<file path="src/rtl/stop_clock_pkg.sv">
// Constants and types shared by the CPU stop-clock and throttle control
package stop_clock_pkg;

   // ------------------------------------
   // Mailbox port decode
   // ------------------------------------
   localparam logic [15:0] CMD_PORT_ADDR    = 16'h00b2; // Command mailbox
   localparam logic [15:0] STATUS_PORT_ADDR = 16'h00b3; // Status mailbox
   localparam logic [7:0]  MAILBOX_RESET    = 8'h00;    // Mailbox reset value

   // ------------------------------------
   // Timing
   // ------------------------------------
   localparam int CLK_PERIOD_NS      = 10;    // ref_clk period
   localparam int CLK_START_US       = 1000;  // CPU clock warm-up, usec
   localparam int CLK_START_CYCLES   = CLK_START_US * 1000 / CLK_PERIOD_NS;
   localparam int RTC_EDGES_PER_TICK = 1;     // RTC periods per 32 usec tick
   localparam int THROTTLE_W         = 8;     // Throttle interval width
   localparam int THROTTLE_EXTRA     = 2;     // Extra counts per interval

   // ------------------------------------
   // Break event vector layout
   // ------------------------------------
   localparam int BRK_IRQ_LO  = 0;   // IRQ 15..3 and 1 in bits 13..0
   localparam int BRK_NUM_IRQ = 14;  // Count of interrupt request lines
   localparam int BRK_NMI     = 14;  // Non-maskable interrupt
   localparam int BRK_RING    = 15;  // Serial ring indicate
   localparam int BRK_SMI     = 16;  // System management interrupt
   localparam int BRK_INTR    = 17;  // CPU interrupt
   localparam int BRK_SUSPEND = 18;  // Suspend button
   localparam int BRK_LOWBAT  = 19;  // Low battery
   localparam int BRK_EXTERNAL_SMI_N  = 20;  // External SMI input
   localparam int BRK_W       = 21;  // Width of break vector

   // Stop-clock mode select encoding
   localparam logic MODE_STOP_GRANT = 1'b0; // CPU clock kept running
   localparam logic MODE_STOP_CLOCK = 1'b1; // CPU clock stopped

   // ------------------------------------
   // I/O access carrier
   // ------------------------------------
   typedef struct packed {
      logic        valid;    // One-cycle access strobe
      logic        write;    // 1 write, 0 read
      logic        from_pci; // 1 from PCI, 0 from expansion bus master
      logic [15:0] addr;     // I/O address
      logic [7:0]  wdata;    // Write data
   } io_req_t;

   // Software stop-clock sequence states
   typedef enum logic [2:0] {
      ST_IDLE,       // Request negated
      ST_GRANT_WAIT, // Waiting for stop-grant cycle ready
      ST_GRANT,      // Stop grant, clock running
      ST_PCI_WAIT,   // Waiting for PCI clock to stop
      ST_CLK_OFF,    // Host clock stopped
      ST_WARMUP      // Clock restarted, latency running
   } stop_state_t;

endpackage

</file>
<file path="src/rtl/rtc_tick_gen.sv">
// Slow tick generator counting rising edges of the RTC clock
module rtc_tick_gen
   import stop_clock_pkg::*;
#(
   parameter int EDGES = RTC_EDGES_PER_TICK // RTC edges per tick
) (
   input  wire logic ref_clk,       // System clock
   input  wire logic rst,           // Synchronous reset, high
   input  wire logic rtc_slow_clock, // Slow RTC clock, sampled
   output logic      tick           // One-cycle tick pulse
);

   // ------------------------------------
   // Edge detection and division
   // ------------------------------------
   localparam int CW = (EDGES > 1) ? $clog2(EDGES) : 1;

   logic          rtc_q;   // Previous RTC level
   logic [CW-1:0] div_q;   // Edge count within a tick

   // Previous level for edge detection
   always_ff @(posedge ref_clk) begin
      if (rst) begin
         rtc_q <= 1'b0;
      end else begin
         rtc_q <= rtc_slow_clock;
      end
   end

   // Divide edges, tick on the last one
   always_ff @(posedge ref_clk) begin
      if (rst) begin
         div_q <= '0;
         tick  <= 1'b0;
      end else begin
         tick <= 1'b0;
         if (rtc_slow_clock && !rtc_q) begin
            if (div_q == CW'(EDGES - 1)) begin
               div_q <= '0;
               tick  <= 1'b1;
            end else begin
               div_q <= div_q + 1'b1;
            end
         end
      end
   end

endmodule

</file>
<file path="src/rtl/cpu_stop_clock_throttle.sv">
// CPU stop-clock, throttle and mailbox port control
//
// Function
// Two 8-bit read/write mailbox ports, B2h/B3h
// Claim PCI I/O to B2h/B3h, return data
// Expansion bus masters never reach mailboxes
// Command write raises SMI when enabled
// Callback routes event to PCI line A
// Mailbox status flag set; handler clears it
// Command read starts stop-clock when enabled
// Host clock stops only after PCI clock
// Request, CPU grant cycle, bridge returns ready
// Stop CPU clock after grant ready
// Restart clock, wait latency, then negate
// Leave stop grant by negating request
// Mode bit picks stop grant or clock
// Enabled break events end software stop
// Break sources: IRQs, NMI, ring, SMI, more
// Ignore breaks until grant cycle completes
// One shared timer times both throttle intervals
// Load high/low time, toggle at zero
// Break while negated reloads high time
// 8-bit timer on 32 usec tick
// Each period lasts two counts longer
// PCI clock stoppable via clock-run
// One shared stop-clock request output
module cpu_stop_clock_throttle
   import stop_clock_pkg::*;
#(
   parameter int START_CYCLES = CLK_START_CYCLES // CPU clock warm-up
) (
   input  wire logic                  ref_clk,
   input  wire logic                  rst,
   // I/O access to mailbox ports
   input  wire io_req_t               io_req,
   output logic                       io_claim,
   output logic [7:0]                 io_rdata,
   output logic                       io_rdata_valid,
   // Mailbox control and status
   input  wire logic                  mailbox_smi_enable,
   input  wire logic                  callback_enable,
   input  wire logic                  mailbox_status_clear,
   output logic                       mailbox_status_flag,
   output logic                       sys_mgmt_interrupt_n,
   output logic                       pci_interrupt_line_a,
   // Clock control settings
   input  wire logic                  sw_stop_enable,
   input  wire logic                  stop_clock_mode_select,
   input  wire logic                  pci_clk_ctrl_enable,
   input  wire logic                  throttle_enable,
   input  wire logic [THROTTLE_W-1:0] throttle_high_time,
   input  wire logic [THROTTLE_W-1:0] throttle_low_time,
   input  wire logic                  break_group_enable,
   input  wire logic [BRK_W-1:0]      break_enable,
   // Break event sources and RTC slow clock
   input  wire logic [BRK_NUM_IRQ-1:0] irq_lines,
   input  wire logic                  nmi,
   input  wire logic                  serial_ring_indicate_n,
   input  wire logic                  smi_event,
   input  wire logic                  cpu_intr,
   input  wire logic                  suspend_button_n,
   input  wire logic                  low_battery_n,
   input  wire logic                  external_smi_n,
   input  wire logic                  rtc_slow_clock,
   // CPU and host bridge handshake
   input  wire logic                  cpu_burst_ready_n,
   input  wire logic                  stop_grant_cycle,
   input  wire logic                  pci_clock_stopped,
   output logic                       stop_clock_request_n,
   output logic                       host_clock_out_en,
   output logic                       pci_clock_run_enable
);
   // ------------------------------------
   // Declarations
   // ------------------------------------
   localparam int WW = $clog2(START_CYCLES + 1); // Warm-up counter width
   logic [7:0]            cmd_q;        // Command mailbox
   logic [7:0]            status_q;     // Status mailbox
   logic                  route_cb_q;   // Event went to PCI line A
   stop_state_t           state_q;      // Software sequence state
   logic [WW-1:0]         warm_q;       // Warm-up countdown
   logic [THROTTLE_W:0]   thr_cnt_q;    // Shared throttle timer
   logic                  thr_req_q;    // Throttle request asserted
   logic                  tick;         // 32 usec tick
   logic [BRK_W-1:0]      brk_src;      // Break sources, active high
   logic                  brk_any;      // Enabled break present
   logic                  hit_cmd;      // Claimed command port access
   logic                  hit_sts;      // Claimed status port access
   logic                  sw_req;       // Software sequence requesting
   logic                  grant_done;   // Ready for stop grant seen
   // ------------------------------------
   // Mailbox decode
   // ------------------------------------
   // Only PCI accesses are claimed; expansion bus masters fall through
   // PCI-only decode
   assign hit_cmd  = io_req.valid && io_req.from_pci
                     && (io_req.addr == CMD_PORT_ADDR);
   assign hit_sts  = io_req.valid && io_req.from_pci
                     && (io_req.addr == STATUS_PORT_ADDR);
   // positive claim
   assign io_claim = hit_cmd || hit_sts;

   // Mailbox storage
   // write stores value
   always_ff @(posedge ref_clk) begin
      if (rst) begin
         cmd_q    <= MAILBOX_RESET;
         status_q <= MAILBOX_RESET;
      end else if (io_req.write) begin
         if (hit_cmd) begin
            cmd_q <= io_req.wdata;
         end
         if (hit_sts) begin
            status_q <= io_req.wdata;
         end
      end
   end

   // Read data from own registers, one cycle after the access
   // internal read data
   always_ff @(posedge ref_clk) begin
      if (rst) begin
         io_rdata       <= 8'h00;
         io_rdata_valid <= 1'b0;
      end else begin
         io_rdata_valid <= io_claim && !io_req.write;
         if (io_claim && !io_req.write) begin
            io_rdata <= hit_cmd ? cmd_q : status_q;
         end
      end
   end
   // ------------------------------------
   // Command write event
   // ------------------------------------
   // Flag stays until the handler clears it; a new event wins the clear
   // status flag set
   always_ff @(posedge ref_clk) begin
      if (rst) begin
         mailbox_status_flag <= 1'b0;
         route_cb_q          <= 1'b0;
      end else if (hit_cmd && io_req.write && mailbox_smi_enable) begin
         mailbox_status_flag <= 1'b1;
         // callback routing choice
         route_cb_q          <= callback_enable;
      end else if (mailbox_status_clear) begin
         mailbox_status_flag <= 1'b0;
      end
   end

   // Interrupt outputs follow the pending flag
   // SMI while pending
   assign sys_mgmt_interrupt_n = !(mailbox_status_flag && !route_cb_q);
   // callback on line A
   assign pci_interrupt_line_a = mailbox_status_flag && route_cb_q;
   // ------------------------------------
   // Break events
   // ------------------------------------
   // Pins are active low where named so; all become active high here
   // break source set
   assign brk_src = {!external_smi_n, !low_battery_n, !suspend_button_n,
                     cpu_intr, smi_event, !serial_ring_indicate_n, nmi,
                     irq_lines};
   // per-source and group enables
   assign brk_any = break_group_enable && |(brk_src & break_enable);
   // ------------------------------------
   // Software stop-clock sequence
   // ------------------------------------
   // ready for the grant cycle completes the cycle
   assign grant_done = !cpu_burst_ready_n && stop_grant_cycle;

   // Sequence state; breaks count only once the grant cycle is done
   always_ff @(posedge ref_clk) begin
      if (rst) begin
         state_q <= ST_IDLE;
      end else begin
         unique case (state_q)
            ST_IDLE: begin
               // command read starts sequence
               if (hit_cmd && !io_req.write && sw_stop_enable) begin
                  state_q <= ST_GRANT_WAIT;
               end
            end
            ST_GRANT_WAIT: begin
               // mode picks grant or clock stop
               // no clock stop without PCI clock control
               if (grant_done) begin
                  if (stop_clock_mode_select == MODE_STOP_CLOCK
                      && pci_clk_ctrl_enable) begin
                     state_q <= ST_PCI_WAIT;
                  end else begin
                     state_q <= ST_GRANT;
                  end
               end
            end
            ST_GRANT: begin
               // leave by negating request
               // breaks counted only after grant
               if (brk_any) begin
                  state_q <= ST_IDLE;
               end
            end
            ST_PCI_WAIT: begin
               // Host clock never stopped yet, so no warm-up needed
               if (brk_any) begin
                  state_q <= ST_IDLE;
               end else if (pci_clock_stopped) begin
                  // clock off after grant ready
                  state_q <= ST_CLK_OFF;
               end
            end
            ST_CLK_OFF: begin
               // break ends stop state
               if (brk_any) begin
                  state_q <= ST_WARMUP;
               end
            end
            ST_WARMUP: begin
               // negate after latency
               if (warm_q == '0) begin
                  state_q <= ST_IDLE;
               end
            end
            default: begin
               state_q <= ST_IDLE;
            end
         endcase
      end
   end
   // Warm-up latency counter, loaded as the clock restarts
   // clock start latency
   always_ff @(posedge ref_clk) begin
      if (rst) begin
         warm_q <= '0;
      end else if (state_q == ST_CLK_OFF) begin
         warm_q <= WW'(START_CYCLES - 1);
      end else if (warm_q != '0) begin
         warm_q <= warm_q - 1'b1;
      end
   end

   assign sw_req = (state_q != ST_IDLE);
   // host clock gated only in clock-off state
   assign host_clock_out_en    = (state_q != ST_CLK_OFF);
   // clock-run allowed when PCI clock control on
   assign pci_clock_run_enable = pci_clk_ctrl_enable;
   // ------------------------------------
   // Clock throttle
   // ------------------------------------
   // 32 usec tick from RTC clock
   rtc_tick_gen #(
      .EDGES (RTC_EDGES_PER_TICK)
   ) u_tick (
      .ref_clk        (ref_clk),
      .rst            (rst),
      .rtc_slow_clock (rtc_slow_clock),
      .tick           (tick)
   );
   // Loading value plus one and toggling on the tick at zero gives
   // a period of the programmed count plus two ticks
   // one timer for both intervals
   // two extra counts
   always_ff @(posedge ref_clk) begin
      if (rst || !throttle_enable) begin
         thr_cnt_q <= '0;
         thr_req_q <= 1'b0;
      end else if (!thr_req_q && brk_any) begin
         // break postpones assertion
         thr_cnt_q <= {1'b0, throttle_high_time} + 1'b1;
      end else if (tick) begin
         if (thr_cnt_q == '0) begin
            // toggle at zero, load other time
            thr_req_q <= !thr_req_q;
            thr_cnt_q <= {1'b0, thr_req_q ? throttle_high_time
                                          : throttle_low_time}
                         + (THROTTLE_W+1)'(THROTTLE_EXTRA - 1);
         end else begin
            thr_cnt_q <= thr_cnt_q - 1'b1;
         end
      end
   end
   // one shared request output
   assign stop_clock_request_n = !(sw_req || thr_req_q);
endmodule

</file>
<file path="config.mk">
export PLATFORM = sky130hd
export DESIGN_NAME = cpu_stop_clock_throttle
export DESIGN_NICKNAME = d
export VERILOG_FILES = /design/src/rtl/stop_clock_pkg.sv /design/src/rtl/rtc_tick_gen.sv /design/src/rtl/cpu_stop_clock_throttle.sv
export SDC_FILE = /design/constraint.sdc
export NUM_CORES = 1
export LEC_CHECK = 0
export ABC_AREA = 1
export BUFFER_PORTS_ARGS = -buffer_cell sky130_fd_sc_hd__buf_2
export CORE_MARGIN = 3
export CORE_UTILIZATION = 45
export CTS_BUF_LIST = sky130_fd_sc_hd__clkbuf_8
export CTS_CLUSTER_SIZE = 16
export DETAILED_ROUTE_END_ITERATION = 12
export MAX_ROUTING_LAYER = met4
export PLACE_DENSITY_LB_ADDON = 0.3
export SETUP_SLACK_MARGIN = 0.05
export SKIP_LAST_GASP = 1
export SLEW_MARGIN = 30
export SYNTH_ARGS = -nofsm -noshare
export SYNTH_HDL_FRONTEND = slang
export SYNTH_SLANG_ARGS = --single-unit
</file>
<file path="constraint.sdc">
create_clock -name ref_clk -period 1.8 [get_ports ref_clk]
set_input_delay 0.27 -clock ref_clk [delete_from_list [all_inputs] [get_ports ref_clk]]
set_output_delay 0.27 -clock ref_clk [all_outputs]
set_load 0.005 [all_outputs]
</file>
==> results.rst <==
.. list-table::
   :header-rows: 1

   * - Metric
     - Value
   * - Fin crit share
     - 0.900
   * - Buffers plus inverters on the worst setup path
     - 3
   * - VDD IR max
     - between 1000 and 1500 µV
   * - Post-detailed-route DRC marker count
     - 0
   * - Unique masters post-synth
     - 42
   * - Slew at the pin with the worst max-slew slack
     - roughly 420 ps
   * - Layout Cell Area excl Fill
     - roughly 4800 µm²
   * - Number of DRC markers in iteration 0
     - 120
   * - EDFF count, synth
     - 0
   * - Count of pins on the block boundary
     - between 100 and 150
   * - Async set-reset flop share out of synthesis
     - 0
   * - Via count of the first global-routing pass
     - ~4.1k
   * - Prevailing post-synth register cell
     - sky130_fd_sc_hd__dfxtp_1
   * - Sink Count
     - approximately 60
   * - Clk slew on worst S/H paths
     - ~70 ps
   * - Period minus WS final
     - approximately 1600 ps
   * - Top fanout value on the critical path
     - 10
   * - Total placed instance area
     - around 4500 µm²
   * - Cells taking the most area after synthesis
     - sky130_fd_sc_hd__dfxtp_1 (31%), sky130_fd_sc_hd__nand2_1 (16%), sky130_fd_sc_hd__nor2_1 (8.1%)
   * - Pin count of the biggest net entering global routing
     - 31
   * - Setup skew after layout
     - between 6 and 7 ps
   * - Placement Rows
     - 32
   * - Worst-case headroom to the max-slew limit
     - 0.720
   * - Sequential cell area fraction in the yosys report
     - 0.313
   * - First-pass iteration count of the detailed router
     - 4
   * - Post-Synthesis Cells
     - 586
   * - Critical Path Slowest Stage Cell
     - sky130_fd_sc_hd__dfxtp_1
   * - Worst setup slack for register-to-register paths
     - between 150 and 200 ps
   * - RSZ-0062 raised after global routing
     - yes
   * - Worst Reg-to-Reg Cells
     - 13
   * - Fraction of final layout cells sized beyond drive strength 1
     - 0.274
   * - Layout area overhead
     - 26.1%
   * - Syn nets
     - 690
   * - Static Leak
     - 2.37 nW
   * - Count of synthesis-stage warnings from yosys
     - 0
   * - Worst hold path depth
     - 3
   * - Max-cap check violation count
     - 0
   * - Number of standard cells in the final layout excluding fillers
     - around 800
   * - Buffers inserted during post-CTS setup optimization
     - 0
   * - Register bit count reported by yosys
     - slightly below 60
   * - Detailed Place HPWL
     - ~8000 µm
   * - Most common library cell in the layout ignoring fill and taps
     - sky130_fd_sc_hd__nand2_1
   * - Die span in x
     - 97.5 µm
   * - RePlAce Congestion
     - about 0.94
   * - Data arrival time of the critical path
     - roughly 1400 ps
   * - Kind of cell adding the most delay to the critical path
     - flip-flops
   * - Worst Hold Endpoint
     - u_tick.rtc_q
   * - Hold Violations, Final
     - 0
   * - Initial antenna violation count
     - 0
   * - Max stage delay on crit path
     - ~400 ps
   * - Outcome
     - finished, final reports clean
   * - Die height
     - roughly 98 µm
   * - Path type of the worst min-delay path
     - in2reg
   * - Fin Setup TNS
     - 0 ps
   * - Number of pins with negative max-slew slack in the final report
     - 0
   * - Setup Viol. Count Final
     - 0
   * - Startpoint of the lowest-slack register-to-register path
     - thr_req_q
   * - Post-detailed-routing wire length
     - ~10,000 µm
   * - Number of buffers created by CTS
     - 9
   * - Mean post-synth cell area
     - 6.43 µm²
   * - Element type at the critical path end
     - primary output
   * - Latest clock arrival within the worst-skew pair
     - roughly 350 ps
   * - Quantity of I/O buffers inserted on ports
     - about 110
   * - Cell type with the highest aggregate area in the netlist
     - sky130_fd_sc_hd__dfxtp_1
   * - Cell Chain, Critical Path
     - inv_1 -> nand2_1 -> nor2_2 -> inv_2 -> buf_2
   * - Routed wirelength normalized by instance count
     - between 10 and 15 µm
   * - Worst setup slack after layout
     - about 180 ps
   * - Worst path required time
     - roughly 1500 ps
   * - Category of the most critical setup path
     - reg2out
   * - Netlist area before placement
     - approximately 3800 µm²
   * - Clock root buffer master
     - sky130_fd_sc_hd__clkbuf_8
   * - Floorplan die area
     - about 9500 µm²
   * - Top cell type's share of synthesized area
     - 0.313
   * - Hold Worst Slack
     - approximately 140 ps
   * - Effective utilization at floorplan
     - 0.475
   * - Remaining Overflow, GRT
     - 0
   * - Number of antenna cells inserted
     - 0
   * - Final nets
     - 817
   * - Setup Slack @ Placement
     - -42.6 ps
   * - Hold Crit Start
     - rtc_slow_clock
   * - Routed via count
     - ~4.1k
   * - Commonest non-fill, non-tap cells in the layout
     - sky130_fd_sc_hd__nand2_1 (154), sky130_fd_sc_hd__buf_2 (114), sky130_fd_sc_hd__nor2_1 (78)
   * - Ratio of routed vias to standard cells
     - about 5
   * - H-tree depth reported by CTS
     - 3
   * - Core region area
     - a little under 8000 µm²
   * - Antenna-violating nets left
     - 0
   * - Clock tree from TritonCTS
     - built
   * - Maximum clock frequency
     - 0.617 GHz
   * - First-pass GRT wire length
     - between 15,000 and 20,000 µm
   * - Maximum number of buffers from clock root to sink
     - 2
   * - Destination of the worst register-to-register timing path
     - thr_cnt_q[4]
   * - Post-placement cell count
     - between 800 and 900
   * - All-Layer GR Usage
     - 0.227
   * - Power per cell area
     - 1110 nW/µm²
   * - Worst setup SP type
     - flip-flop
-- power breakdown --
part | internal, mW | leakage, nW | switching, mW
clock | 0.675 | 0.102 | 0.544
sequential | 1.52 | 0.481 | 0.242
combinational | 0.905 | 1.79 | 1.39
-- synth_stat cells (2+ instances only) --
library cell and instances:
sky130_fd_sc_hd__nand2_1 157, sky130_fd_sc_hd__ha_1 5, sky130_fd_sc_hd__a21oi_1 21, sky130_fd_sc_hd__nand3_2 3, sky130_fd_sc_hd__a211oi_1 12, sky130_fd_sc_hd__nand4_1 6
sky130_fd_sc_hd__a21oi_4 2, sky130_fd_sc_hd__dfxtp_1 59, sky130_fd_sc_hd__nand3_1 37, sky130_fd_sc_hd__xor2_1 12, sky130_fd_sc_hd__nor3_1 9, sky130_fd_sc_hd__a31oi_1 5
sky130_fd_sc_hd__nand2_4 2, sky130_fd_sc_hd__buf_4 3, sky130_fd_sc_hd__buf_2 2, sky130_fd_sc_hd__nand2_2 6, sky130_fd_sc_hd__o21ai_0 14, sky130_fd_sc_hd__nand3b_1 4
sky130_fd_sc_hd__clkbuf_1 2, sky130_fd_sc_hd__nor2_2 4, sky130_fd_sc_hd__buf_6 3, sky130_fd_sc_hd__nor4_1 4, sky130_fd_sc_hd__inv_1 73, sky130_fd_sc_hd__o21bai_1 2
sky130_fd_sc_hd__o21ai_1 24, sky130_fd_sc_hd__nor2_1 81, sky130_fd_sc_hd__xnor2_1 4, sky130_fd_sc_hd__a211oi_2 4, sky130_fd_sc_hd__inv_2 10, sky130_fd_sc_hd__nor2_4 4
-- layout make-up --
class                      instances  area (µm²)
fill                             745        3180
multi-input combinational        430        2230
sequential                        59        1180
timing repair buffer             128         676
inverter                          85         327
clock buffer                      10         138
tap                              102         128
clock inverter                     6        65.1
-- stage by stage --
step | power, mW | util
2_1_floorplan | 3.47 | -
3_5_place_dp | 4.00 | 0.566
3_3_place_gp | 3.93 | 0.566
5_1_grt | 5.71 | 0.599
6_report | 5.28 | 0.599
4_1_cts | 5.25 | 0.592
-- worst min-delay path, stage by stage --
cell	delay, ps
sky130_fd_sc_hd__buf_2	80
sky130_fd_sc_hd__inv_1	40
sky130_fd_sc_hd__nor2_1	70
-- sequential cells by signal (all words and copies together) (netlist names) --
| name | cells |
|---|---|
| warm_q | 17 |
| thr_cnt_q | 9 |
| cmd_q | 8 |
| io_rdata | 8 |
| status_q | 8 |
| state_q | 3 |
| io_rdata_valid | 1 |
| mailbox_status_flag | 1 |
| route_cb_q | 1 |
| thr_req_q | 1 |
| u_tick.rtc_q | 1 |
| u_tick.tick | 1 |
-- how the worst max path moves through the flow --
| stage | to | cells after the start | slack, ps | from |
|---|---|---|---|---|
| 2_1_floorplan | thr_cnt_q[2] | 13 | 210 | thr_req_q |
| 3_3_place_gp | status_q[3] | 8 | -90 | io_req[14] |
| 3_5_place_dp | status_q[2] | 8 | -40 | io_req[14] |
| 4_1_cts | io_claim | 5 | 60 | io_req[26] |
| 5_1_grt | thr_cnt_q[4] | 13 | 20 | thr_req_q |
| 6_report | host_clock_out_en | 5 | 180 | state_q[1] |
-- routing by layer --
layer | vias up | wire, µm | track usage
li1 | 2127 | - | -
met1 | 1804 | 4350 | 0.247
met2 | 130 | 5040 | 0.390
met3 | 15 | 721 | 0.0682
met4 | 0 | 182 | 0.0809
met5 | - | 0 | -
-- cell families after synthesis --
family	synth area share
compound gates	0.139
xor+xnor	0.0372
fa+ha+maj	0.0166
buf+inv	0.107
flops	0.313
simple gates	0.387
-- what timing repair did --
item | in CTS | in global routing
resized for setup | 1 | 17
cloned | 0 | 0
hold buffers | 0 | 0
setup endpoints to repair | 1 | 18
Power figures use the tool's default switching activity.
